### config.mk
export PLATFORM = sky130hd
export DESIGN_NAME = return_and_rotate_right_exec
export DESIGN_NICKNAME = d
export VERILOG_FILES = /design/src/hw/ret_rot_pkg.sv /design/src/hw/return_and_rotate_right_exec.sv /design/src/hw/rotate_right_alu.sv
export SDC_FILE = /design/constraint.sdc
export NUM_CORES = 1
export LEC_CHECK = 0
export BUFFER_PORTS_ARGS = -buffer_cell sky130_fd_sc_hd__buf_2
export CORE_MARGIN = 5
export CORE_UTILIZATION = 30
export DETAILED_ROUTE_END_ITERATION = 16
export PLACE_DENSITY = 0.7
export SYNTH_ARGS = -nofsm -noshare
export SYNTH_HDL_FRONTEND = slang
export SYNTH_SLANG_ARGS = --single-unit
### constraint.sdc
create_clock -name sys_clk -period 2.43 [get_ports sys_clk]
set_clock_uncertainty 0.15 [all_clocks]
set_input_delay 0.243 -clock sys_clk [delete_from_list [all_inputs] [get_ports sys_clk]]
set_output_delay 0.243 -clock sys_clk [all_outputs]
set_load 0.02 [all_outputs]
### src/hw/ret_rot_pkg.sv
// Shared constants and carrier types for the return / rotate-right unit
package ret_rot_pkg;
  localparam int OPC_W  = 14;
  localparam int PC_W   = 13;
  localparam int DATA_W = 8;
  localparam int ADDR_W = 7;

  localparam logic [13:0] RETURN_OPCODE  = 14'h0008;
  localparam logic [13:0] ROTATE_MASK    = 14'h3F00;
  localparam logic [13:0] ROTATE_PATTERN = 14'h0C00;
  localparam int          DEST_BIT       = 7;
  localparam int          RETURN_CYCLES  = 2;

  localparam logic [7:0]  DATA_RST = 8'h00;
  localparam logic [12:0] PC_RST   = 13'h0000;
  localparam logic [6:0]  ADDR_RST = 7'h00;

  // Request to the register file: write back after a rotate
  typedef struct packed {
    logic              wr;
    logic [ADDR_W-1:0] addr;
    logic [DATA_W-1:0] data;
  } file_wr_t;

  // Request to the return stack and program counter
  typedef struct packed {
    logic            pop;
    logic            load;
    logic [PC_W-1:0] target;
  } flow_t;

  typedef enum logic {ST_EXEC, ST_FLUSH} exec_state_t;
endpackage

### src/hw/return_and_rotate_right_exec.sv
// Execute stage for subroutine return and rotate right through carry
// Notes on behaviour
// - Decode return opcode 0x0008; no operands, status flags untouched.
// - Return pops the stack and loads its top entry into the PC.
// - Return takes two cycles; second cycle discards the prefetched word.
// - Decode 00 1100 dfff ffff as rotate right of a register via carry.
// - The 7-bit address field selects any register 0 to 127.
// - Destination bit clear: result goes to accumulator, register untouched.
// - Destination bit set: result written back to the addressed register.
`timescale 1ns/1ps
module return_and_rotate_right_exec (
  input  wire logic        sys_clk,
  input  wire logic        sys_rst,
  input  wire logic        instr_valid,
  input  wire logic [13:0] instr_word,
  input  wire logic [12:0] stack_top_entry,
  input  wire logic [7:0]  file_rd_data,
  input  wire logic        carry_flag,
  output logic      [6:0]  file_rd_addr,
  output ret_rot_pkg::file_wr_t file_wr,
  output ret_rot_pkg::flow_t    flow,
  output logic      [7:0]  acc_data,
  output logic             acc_wr,
  output logic             carry_wr,
  output logic             carry_data,
  output logic             flush_fetch,
  output logic             busy
);
  ret_rot_pkg::exec_state_t state_ff;
  ret_rot_pkg::file_wr_t    file_wr_ff;
  ret_rot_pkg::flow_t       flow_ff;
  logic [7:0] acc_data_ff;
  logic       acc_wr_ff;
  logic       carry_wr_ff;
  logic       carry_data_ff;
  logic       flush_ff;
  logic       busy_ff;
  logic [7:0] rot_result;
  logic       rot_carry;
  logic       is_return;
  logic       is_rotate;
  logic       dest_file;

  // Decode only while not in the flush cycle of a return
  always_comb begin
    is_return = instr_valid && state_ff == ret_rot_pkg::ST_EXEC
                && instr_word == ret_rot_pkg::RETURN_OPCODE;
    is_rotate = instr_valid && state_ff == ret_rot_pkg::ST_EXEC
                && (instr_word & ret_rot_pkg::ROTATE_MASK)
                   == ret_rot_pkg::ROTATE_PATTERN;
    dest_file = instr_word[ret_rot_pkg::DEST_BIT];
  end

  // Register file read address is the raw field, full 0..127 range
  always_comb begin
    file_rd_addr = instr_word[ret_rot_pkg::ADDR_W-1:0];
  end

  rotate_right_alu u_alu (
    .operand   (file_rd_data),
    .carry_in  (carry_flag),
    .result    (rot_result),
    .carry_out (rot_carry)
  );

  // Return sequencing: one execute cycle then one flush cycle
  always_ff @(posedge sys_clk or posedge sys_rst) begin
    if (sys_rst) begin
      state_ff <= ret_rot_pkg::ST_EXEC;
    end else begin
      unique case (state_ff)
        ret_rot_pkg::ST_EXEC: begin
          if (is_return) begin
            state_ff <= ret_rot_pkg::ST_FLUSH;
          end
        end
        ret_rot_pkg::ST_FLUSH: begin
          state_ff <= ret_rot_pkg::ST_EXEC;
        end
      endcase
    end
  end

  // Stack pop and PC load
  always_ff @(posedge sys_clk or posedge sys_rst) begin
    if (sys_rst) begin
      flow_ff  <= '{pop: 1'h0, load: 1'h0, target: ret_rot_pkg::PC_RST};
      flush_ff <= 1'h0;
    end else begin
      flow_ff.pop    <= is_return;
      flow_ff.load   <= is_return;
      flow_ff.target <= is_return ? stack_top_entry : flow_ff.target;
      flush_ff       <= is_return;
    end
  end

  // Busy has a flop of its own so the port carries no decode gate
  always_ff @(posedge sys_clk or posedge sys_rst) begin
    if (sys_rst) begin
      busy_ff <= 1'h0;
    end else begin
      busy_ff <= is_return;
    end
  end

  // Accumulator path; the data field holds between rotates
  always_ff @(posedge sys_clk or posedge sys_rst) begin
    if (sys_rst) begin
      acc_data_ff <= ret_rot_pkg::DATA_RST;
      acc_wr_ff   <= 1'h0;
    end else begin
      acc_wr_ff <= is_rotate && !dest_file;
      if (is_rotate) begin
        acc_data_ff <= rot_result;
      end
    end
  end

  // Register file write-back port
  always_ff @(posedge sys_clk or posedge sys_rst) begin
    if (sys_rst) begin
      file_wr_ff <= '{wr: 1'h0, addr: ret_rot_pkg::ADDR_RST,
                      data: ret_rot_pkg::DATA_RST};
    end else begin
      file_wr_ff.wr <= is_rotate && dest_file;
      if (is_rotate) begin
        file_wr_ff.addr <= instr_word[ret_rot_pkg::ADDR_W-1:0];
        file_wr_ff.data <= rot_result;
      end
    end
  end

  // Carry leaves as a request; the core owns the flag and commits it,
  // which keeps a return from ever disturbing it
  always_ff @(posedge sys_clk or posedge sys_rst) begin
    if (sys_rst) begin
      carry_wr_ff   <= 1'h0;
      carry_data_ff <= 1'h0;
    end else begin
      carry_wr_ff <= is_rotate;
      if (is_rotate) begin
        carry_data_ff <= rot_carry;
      end
    end
  end

  always_comb begin
    file_wr     = file_wr_ff;
    flow        = flow_ff;
    acc_data    = acc_data_ff;
    acc_wr      = acc_wr_ff;
    carry_wr    = carry_wr_ff;
    carry_data  = carry_data_ff;
    flush_fetch = flush_ff;
    busy        = busy_ff;
  end

  // Checks; a refused word must leave the pop, carry, accumulator and file write strobes low one cycle on
  chk_return_pops: assert property (
    @(posedge sys_clk) disable iff (sys_rst)
    is_return |=> flow.pop && flow.load
      && flow.target == $past(stack_top_entry))
    else $error("return did not pop stack into pc");

  chk_target_held: assert property (
    @(posedge sys_clk) disable iff (sys_rst)
    !is_return |=> !flow.pop && !flow.load && $stable(flow.target))
    else $error("stack pop or pc target moved without a return");

  chk_return_flush: assert property (
    @(posedge sys_clk) disable iff (sys_rst)
    is_return |=> flush_fetch && busy ##1 !flush_fetch && !busy)
    else $error("return did not flush exactly one cycle");

  chk_flush_ignores: assert property (
    @(posedge sys_clk) disable iff (sys_rst)
    busy |=> !flow.pop && !carry_wr && !acc_wr && !file_wr.wr)
    else $error("instruction executed during flush");

  chk_return_no_flags: assert property (
    @(posedge sys_clk) disable iff (sys_rst)
    is_return |=> !carry_wr && !acc_wr && !file_wr.wr)
    else $error("return touched flags or data");

  chk_other_ignored: assert property (
    @(posedge sys_clk) disable iff (sys_rst)
    instr_valid && !busy && instr_word != ret_rot_pkg::RETURN_OPCODE
      && (instr_word & ret_rot_pkg::ROTATE_MASK)
         != ret_rot_pkg::ROTATE_PATTERN
    |=> !flow.pop && !carry_wr && !acc_wr && !file_wr.wr)
    else $error("unknown opcode was executed");

  chk_rot_addr: assert property (
    @(posedge sys_clk) disable iff (sys_rst)
    is_rotate |-> file_rd_addr == instr_word[ret_rot_pkg::ADDR_W-1:0])
    else $error("rotate operand address wrong");

  chk_rot_to_acc: assert property (
    @(posedge sys_clk) disable iff (sys_rst)
    is_rotate && !dest_file |=> acc_wr && !file_wr.wr
      && acc_data == {$past(carry_flag),
                      $past(file_rd_data[ret_rot_pkg::DATA_W-1:1])})
    else $error("rotate to accumulator wrong");

  chk_acc_held: assert property (
    @(posedge sys_clk) disable iff (sys_rst)
    !is_rotate |=> !acc_wr && $stable(acc_data))
    else $error("accumulator written without a rotate");

  chk_rot_to_file: assert property (
    @(posedge sys_clk) disable iff (sys_rst)
    is_rotate && dest_file |=> file_wr.wr && !acc_wr
      && file_wr.addr == $past(instr_word[ret_rot_pkg::ADDR_W-1:0])
      && file_wr.data == {$past(carry_flag),
                          $past(file_rd_data[ret_rot_pkg::DATA_W-1:1])})
    else $error("rotate write-back wrong");

  chk_rot_carry: assert property (
    @(posedge sys_clk) disable iff (sys_rst)
    is_rotate |=> carry_wr && carry_data == $past(file_rd_data[0]))
    else $error("rotate carry wrong");

  chk_carry_held: assert property (
    @(posedge sys_clk) disable iff (sys_rst)
    !is_rotate |=> !carry_wr && $stable(carry_data))
    else $error("carry written without a rotate");

  cov_return: cover property (@(posedge sys_clk) disable iff (sys_rst)
    is_return ##2 is_rotate);
  cov_rot_acc: cover property (@(posedge sys_clk) disable iff (sys_rst)
    is_rotate && !dest_file && carry_flag);
  cov_rot_file: cover property (@(posedge sys_clk) disable iff (sys_rst)
    is_rotate && dest_file && (&file_rd_addr));
  cov_flush_drop: cover property (@(posedge sys_clk) disable iff (sys_rst)
    busy && instr_valid);
endmodule

### src/hw/rotate_right_alu.sv
// Combinational rotate-right-through-carry datapath
`timescale 1ns/1ps
module rotate_right_alu (
  input  wire logic [7:0] operand,
  input  wire logic       carry_in,
  output logic      [7:0] result,
  output logic            carry_out
);
  always_comb begin
    result    = {carry_in, operand[7:1]};
    carry_out = operand[0];
  end
endmodule

==> qor.yml, run 1 <==
synthToLayoutAreaGrowth_pct: 30.8
rsz0062_at_grt: "no"
tightest_slew_ns: 0.680
critPathTopFamily: "buffers and inverters"
final_nets: 213
routabilityCongestion: 0.741
core_area_um2: 5040
required_ns: 2.45
synth_area_leaders: "dfrtp_1 55%, mux2_4 16%, mux2_2 9.5%, buf_4 8.8%, buf_12 3.9%"
synth_warnings: 0
synth_area_um2: 1540
cts_tree: "built"
grt-ovfl-total: 0
setup_viol: 0
whs_ns: 0.0324
max_freq_mhz: 483
dieArea_um2: 6670
yosysTopAreaCell: "dfrtp_1"
cts.sinks: 34
fin_setup_tns_ns: 0
ios: 90
cts_htree_levels: 2
dpl.hpwl_um: 2490
drv_slew: 0
synth.most_common_cell: "dfrtp_1"
clock_path_buffers: 2
irDropWorstVdd_mv: 0.401
post-route-period-util_pct: 85.3
antenna_cells: 0
num_vias: 985
r2r-end: "flow[12]$_DFFE_PP0P_"
worst-path-buf-inv: 3
slowest_delay_ns: 0.53
grt_pass1_vias: 1068
grt_max_degree: 20
finalHoldViolations: 0
routedWlPerCell_um: 13.2
first_pass_iters: 2
dpl_worst_slack_ns: 0.485
track_usage_pct: 10.4
synth_cells: 96
via_per_inst: 4.02
io_buffers: 89
critPathKind: "in2reg"
hp-start: "carry_flag"
synth.cells.most_frequent: "34 x dfrtp_1, 18 x buf_4, 16 x mux2_4, 13 x mux2_2, 3 x buf_12"
worstHoldPathCells: 2
holdCritPathClass: "in2reg"
worst_slack_ns: 0.358
worstReg2RegStart: "state_ff$_DFF_PP0_"
synth_cell_types: 15
power_leakage_nw: 1.14
initial_core_util_pct: 30.6
clk_latency_ns: 0.28
endpoint_kind: "flop"
r2r_slack_ns: 0.67
grt_pass1_wl_um: 5130
drt_iter0_markers: 18
syn_area_per_cell_um2: 16.1
r2r_cells: 4
maxCapViolCount: 0
synth_nets: 135
netlist.area_leader.share_pct: 55.2
die_height_um: 81.7
status: "complete, no violations"
crit_chain: "dlygate4sd3_1 > buf_2 > nor4_1 > and4_1 > buf_4 > mux2_2"
cts_made_buffers: 5
path_clk_slew_ns: 0.08
die_w_um: 81.7
power_per_cell_area_nw_per_um2: 683
cts_hold_buf: 2
num_rows: 26
async_flop_share_pct: 100
ys_seq_area_share_pct: 55.2
max-slew-margin-rel_pct: 54.6
critPathMaxFanout: 14
synth_edf_count: 0
min_to: "acc_data[7]$_DFFE_PP0P_"
crit_slowest_cell: "dlygate4sd3_1"
antenna_found_initial: 0
synth-seq-cells: 34
fin_crit_ns: 2.07
wirelength_um: 3240
post_cts_resized: 0
drc_errors: 0
cts_setup_buffers: 0
synthFlopType: "dfrtp_1"
start_kind: "input port"
drive_gt1_share_pct: 74.9
arrival_ns: 2.09
ant_nets: 0
cts_root_buf: "clkbuf_8"
-- sequential cells by signal, indices dropped and copies added, names as in the netlist --
register / flops
file_wr: 8
state_ff: 1
carry_wr: 1
carry_data: 1
acc_wr: 1
acc_data: 8
flow: 13
busy: 1
-- power breakdown --
part / internal [mW] / switching [mW]
Sequential: 0.601 / 0.0212
Clock: 0.305 / 0.213
Combinational: 0.102 / 0.135
Total: 1.01 / 0.369
-- per-stage QoR --
step / util [%] / instances / area, um2 / power (mW)
floorplan: - / 96 / 1540 / 0.797
global placement: 37.3 / 235 / 1880 / 0.870
detailed placement: 37.3 / 235 / 1880 / 0.872
CTS: 40.0 / 245 / 2020 / 1.40
global route: 40.0 / 245 / 2020 / 1.45
finish: 40.0 / 245 / 2020 / 1.38
-- layout make-up --
class	instances	area [um2]
clock buffers	5	68.8
clock inverters	3	45.0
fillers	474	3030
inverters	1	3.75
multi-input cells	39	480
flip-flops and latches	34	851
well taps	70	87.6
repair buffers	93	480
-- placed cells by master (no fill, tap or decap) --
| master | synthesis | routed |
|---|---|---|
| nor2b_1 | 2 | 2 |
| and4_1 | 1 | 1 |
| nor4_4 | 1 | 1 |
| mux2_2 | 13 | 13 |
| mux2_4 | 16 | 16 |
| and4_2 | 1 | 1 |
| and4_4 | 1 | 1 |
| and2_1 | 1 | 1 |
| bufinv_16 | 0 | 1 |
| clkinvlp_4 | 0 | 2 |
| dlygate4sd3_1 | 0 | 2 |
| buf_2 | 0 | 89 |
| dfrtp_1 | 34 | 34 |
| nor4_1 | 1 | 1 |
| nor4b_1 | 2 | 2 |
| clkbuf_8 | 0 | 5 |
| buf_4 | 18 | 2 |
| inv_1 | 1 | 1 |
-- cells by family (layout without fill, tap and decap cells) --
| group | after synthesis | after routing | share of synthesized area (%) |
|---|---|---|---|
| DFF | 34 | 34 | 55.2 |
| muxes | 29 | 29 | 25.1 |
| buffers and inverters | 23 | 102 | 13.6 |
| and+or+nand+nor | 10 | 10 | 6.09 |
-- metal layers --
layer | up-vias | global-route usage, % | part of all wire, %
met5 | - | 0 | 0
met4 | 0 | 3.99 | 1.5
met3 | 6 | 4.50 | 8.9
met2 | 56 | 15.4 | 45
met1 | 454 | 13.4 | 44
li1 | 469 | - | -
-- how the worst max path moves through the flow --
stage	startpoint	end	slack [ns]	cells after the start
after global placement	instr_word[2]	flow[9]$_DFFE_PP0P_	0.53	5
after floorplan	state_ff$_DFF_PP0_	acc_data[0]$_DFFE_PP0P_	0.78	5
after global routing	instr_word[7]	flow[12]$_DFFE_PP0P_	0.27	6
after detailed placement	instr_word[2]	flow[12]$_DFFE_PP0P_	0.48	5
after CTS	instr_word[7]	flow[12]$_DFFE_PP0P_	0.36	6
final	instr_word[7]	flow[12]$_DFFE_PP0P_	0.36	6
Power figures use the tool's default switching activity.
==> run 2: changes to the inputs <==
--- a/config.mk
+++ b/config.mk
@@ -9,6 +9,7 @@
 export CORE_MARGIN = 5
 export CORE_UTILIZATION = 30
 export DETAILED_ROUTE_END_ITERATION = 16
+export HOLD_SLACK_MARGIN = 0.12
 export PLACE_DENSITY = 0.7
 export SYNTH_ARGS = -nofsm -noshare
 export SYNTH_HDL_FRONTEND = slang
==> constraint.sdc (replaced) <==
create_clock -name sys_clk -period 2.44 [get_ports sys_clk]
set_clock_uncertainty 0.15 [all_clocks]
set_input_delay 0.244 -clock sys_clk [delete_from_list [all_inputs] [get_ports sys_clk]]
set_output_delay 0.244 -clock sys_clk [all_outputs]
set_load 0.02 [all_outputs]
==> run 2 against run 1 <==
  * Hold slack gained 0.13 ns
  * Register-to-register slack gained 0.04 ns
  * Cell count grew 12%
  * Die area is the same
==> qor.yml, run 2 (synthesis gave the netlist of run 1 again) <==
largest_reg_flops: 13  # unchanged
cts_root_buf: "clkbuf_8"  # unchanged
power_per_cell_area_nw_per_um2: 578  # was 683 nW/um2
n_fill_cell: 447  # was 474
setup_viol: 0  # unchanged
cts_htree_levels: 2  # unchanged
post-route-period-util_pct: 89.5
dieArea_um2: 6670  # unchanged
io_buffers: 89  # unchanged
fin_crit_ns: 2.18
ant_nets: 0  # unchanged
max_freq_mhz: 458
final_nets: 242  # was 213
start_kind: "input port"  # unchanged
grt_pass1_vias: 1241  # was 1068
antenna_cells: 0  # unchanged
critPathKind: "in2reg"  # unchanged
via_per_inst: 4.08  # was 4.02
wirelength_um: 3660  # was 3240 um
routabilityCongestion: 0.741  # about the same
core_area_um2: 5040  # unchanged
path_clk_slew_ns: 0.06  # was 0.08 ns
final_common_cell: "buf_2"  # unchanged
clock_path_buffers: 2  # unchanged
num_vias: 1118  # was 985
die_height_um: 81.7  # unchanged
antenna_found_initial: 0  # unchanged
maxCapViolCount: 0  # unchanged
grt_pass1_wl_um: 5840  # was 5130 um
final_core_util_pct: 45.3  # was 40.0%
grt_max_degree: 20  # unchanged
drv_slew: 0  # unchanged
p_seq_share_pct: 47.0  # was 45.2%
tightest_slew_ns: 0.666  # was 0.680 ns
status: "complete, no violations"  # unchanged
fin_setup_tns_ns: 0  # unchanged
pwr-share-clk_pct: 32.3  # was 37.6%
rsz0062_at_grt: "no"  # unchanged
required_ns: 2.45  # about the same
whs_ns: 0.164  # was 0.0324 ns
routedWlPerCell_um: 13.4  # was 13.2 um
track_usage_pct: 11.8  # was 10.4%
irDropWorstVdd_mv: 0.317  # was 0.401 mV
ios: 90  # unchanged
finalHoldViolations: 0  # unchanged
combPwrFrac_pct: 20.7  # was 17.2%
power_leakage_nw: 1.26  # was 1.14 nW
drt_iter0_markers: 24  # was 18
clk_latency_ns: 0.27  # was 0.28 ns
cts_tree: "built"  # unchanged
power.total_mw: 1.32  # was 1.38 mW
p_switching_mw: 0.362  # was 0.369 mW
switching_share_pct: 27.4  # was 26.8%
p_int_mw: 0.959  # was 1.01 mW
critPathMaxFanout: 14  # unchanged
drc_errors: 0  # unchanged
cts_setup_buffers: 0  # unchanged
arrival_ns: 2.19  # was 2.09 ns
num_rows: 26  # unchanged
cts.sinks: 34  # unchanged
grt-ovfl-total: 0  # unchanged
initial_core_util_pct: 30.6  # unchanged
final_cell_mix: "89 x buf_2, 34 x dfrtp_1, 31 x dlygate4sd3_1"  # was 89 x buf_2, 34 x dfrtp_1, 16 x mux2_4
drive_gt1_share_pct: 63.7  # was 74.9%
first_pass_iters: 2  # unchanged
endpoint_kind: "flop"  # unchanged
synthToLayoutAreaGrowth_pct: 48.2  # was 30.8%
holdCritPathClass: "in2reg"  # unchanged
max-slew-margin-rel_pct: 55.5  # was 54.6%
dpl.hpwl_um: 2400  # was 2490 um
cts_made_buffers: 5  # unchanged
die_w_um: 81.7  # unchanged
-- run 2: changes by cell type in the layout (fill, tap and decap cells not counted), sizes merged --
cell / delta
dlygate4sd3: +29
clkbuf: +2
clkinvlp: -2
bufinv: -1
clkinv: +1
-- run 2: worst max-delay path, stage by stage --
cell,delay (ns)
dlygate4sd3_1,0.54
buf_2,0.14
nor4b_1,0.42
and4_1,0.25
buf_4,0.25
mux2_2,0.36
-- run 2: power groups by stage --
stage / Sequential [mW] / Combinational (mW) / Clock (mW)
2_1_floorplan: 0.675 / 0.119 / 0
3_3_place_gp: 0.630 / 0.236 / 0
3_5_place_dp: 0.629 / 0.238 / 0
4_1_cts: 0.620 / 0.276 / 0.442
5_1_grt: 0.625 / 0.296 / 0.471
6_report: 0.621 / 0.274 / 0.426
-- run 2: path summary, 6_finish.rpt --
kind | from | to | slack, ns | cells past startpoint
worst min-delay path | instr_word[9] | state_ff$_DFF_PP0_ | 0.16 | 3
max in group asynchronous | sys_rst | acc_data[5]$_DFFE_PP0P_ | 1.00 | 4
worst max-delay path | instr_word[2] | flow[12]$_DFFE_PP0P_ | 0.26 | 6
min in group asynchronous | sys_rst | acc_data[0]$_DFFE_PP0P_ | 0.45 | 3
worst max register to register | state_ff$_DFF_PP0_ | file_wr[8]$_DFFE_PP0P_ | 0.71 | 3
worst min register to register | carry_data$_DFFE_PP0P_ | carry_data$_DFFE_PP0P_ | 0.35 | 1
-- run 2: cell type report --
class / instances / area (um2) / share of cell area, %
inverters: 1 / 3.75 / 0.164
clock buffers: 7 / 86.3 / 3.78
clock inverters: 1 / 5.00 / 0.219
well taps: 70 / 87.6 / 3.83
flip-flops and latches: 34 / 851 / 37.2
repair buffers: 122 / 771 / 33.7
multi-input cells: 39 / 480 / 21.0
-- run 2: what timing repair did --
item / 4_1_cts / 5_1_grt
gates resized for setup: 0 / 0
hold buffers: 31 / 0
endpoints found under the hold margin: 48 / 0
-- run 2: routing by layer --
metal  part of all wire, %  global-route usage [%]  vias to the layer above
met5                     0                       0                        -
met4                   1.2                    3.82                        0
met3                   7.9                    4.61                        5
met2                    49                    19.6                       56
met1                    42                    14.0                      527
li1                      -                       -                      530
-- run 2: stage by stage --
stage / setup slack [ns] / std cells / instance area, um2
floorplan: 0.788 / 96 / 1540
global placement: 0.547 / 235 / 1880
detailed placement: 0.504 / 235 / 1880
CTS: 0.251 / 274 / 2280
global route: 0.169 / 274 / 2280
finish: 0.255 / 274 / 2280
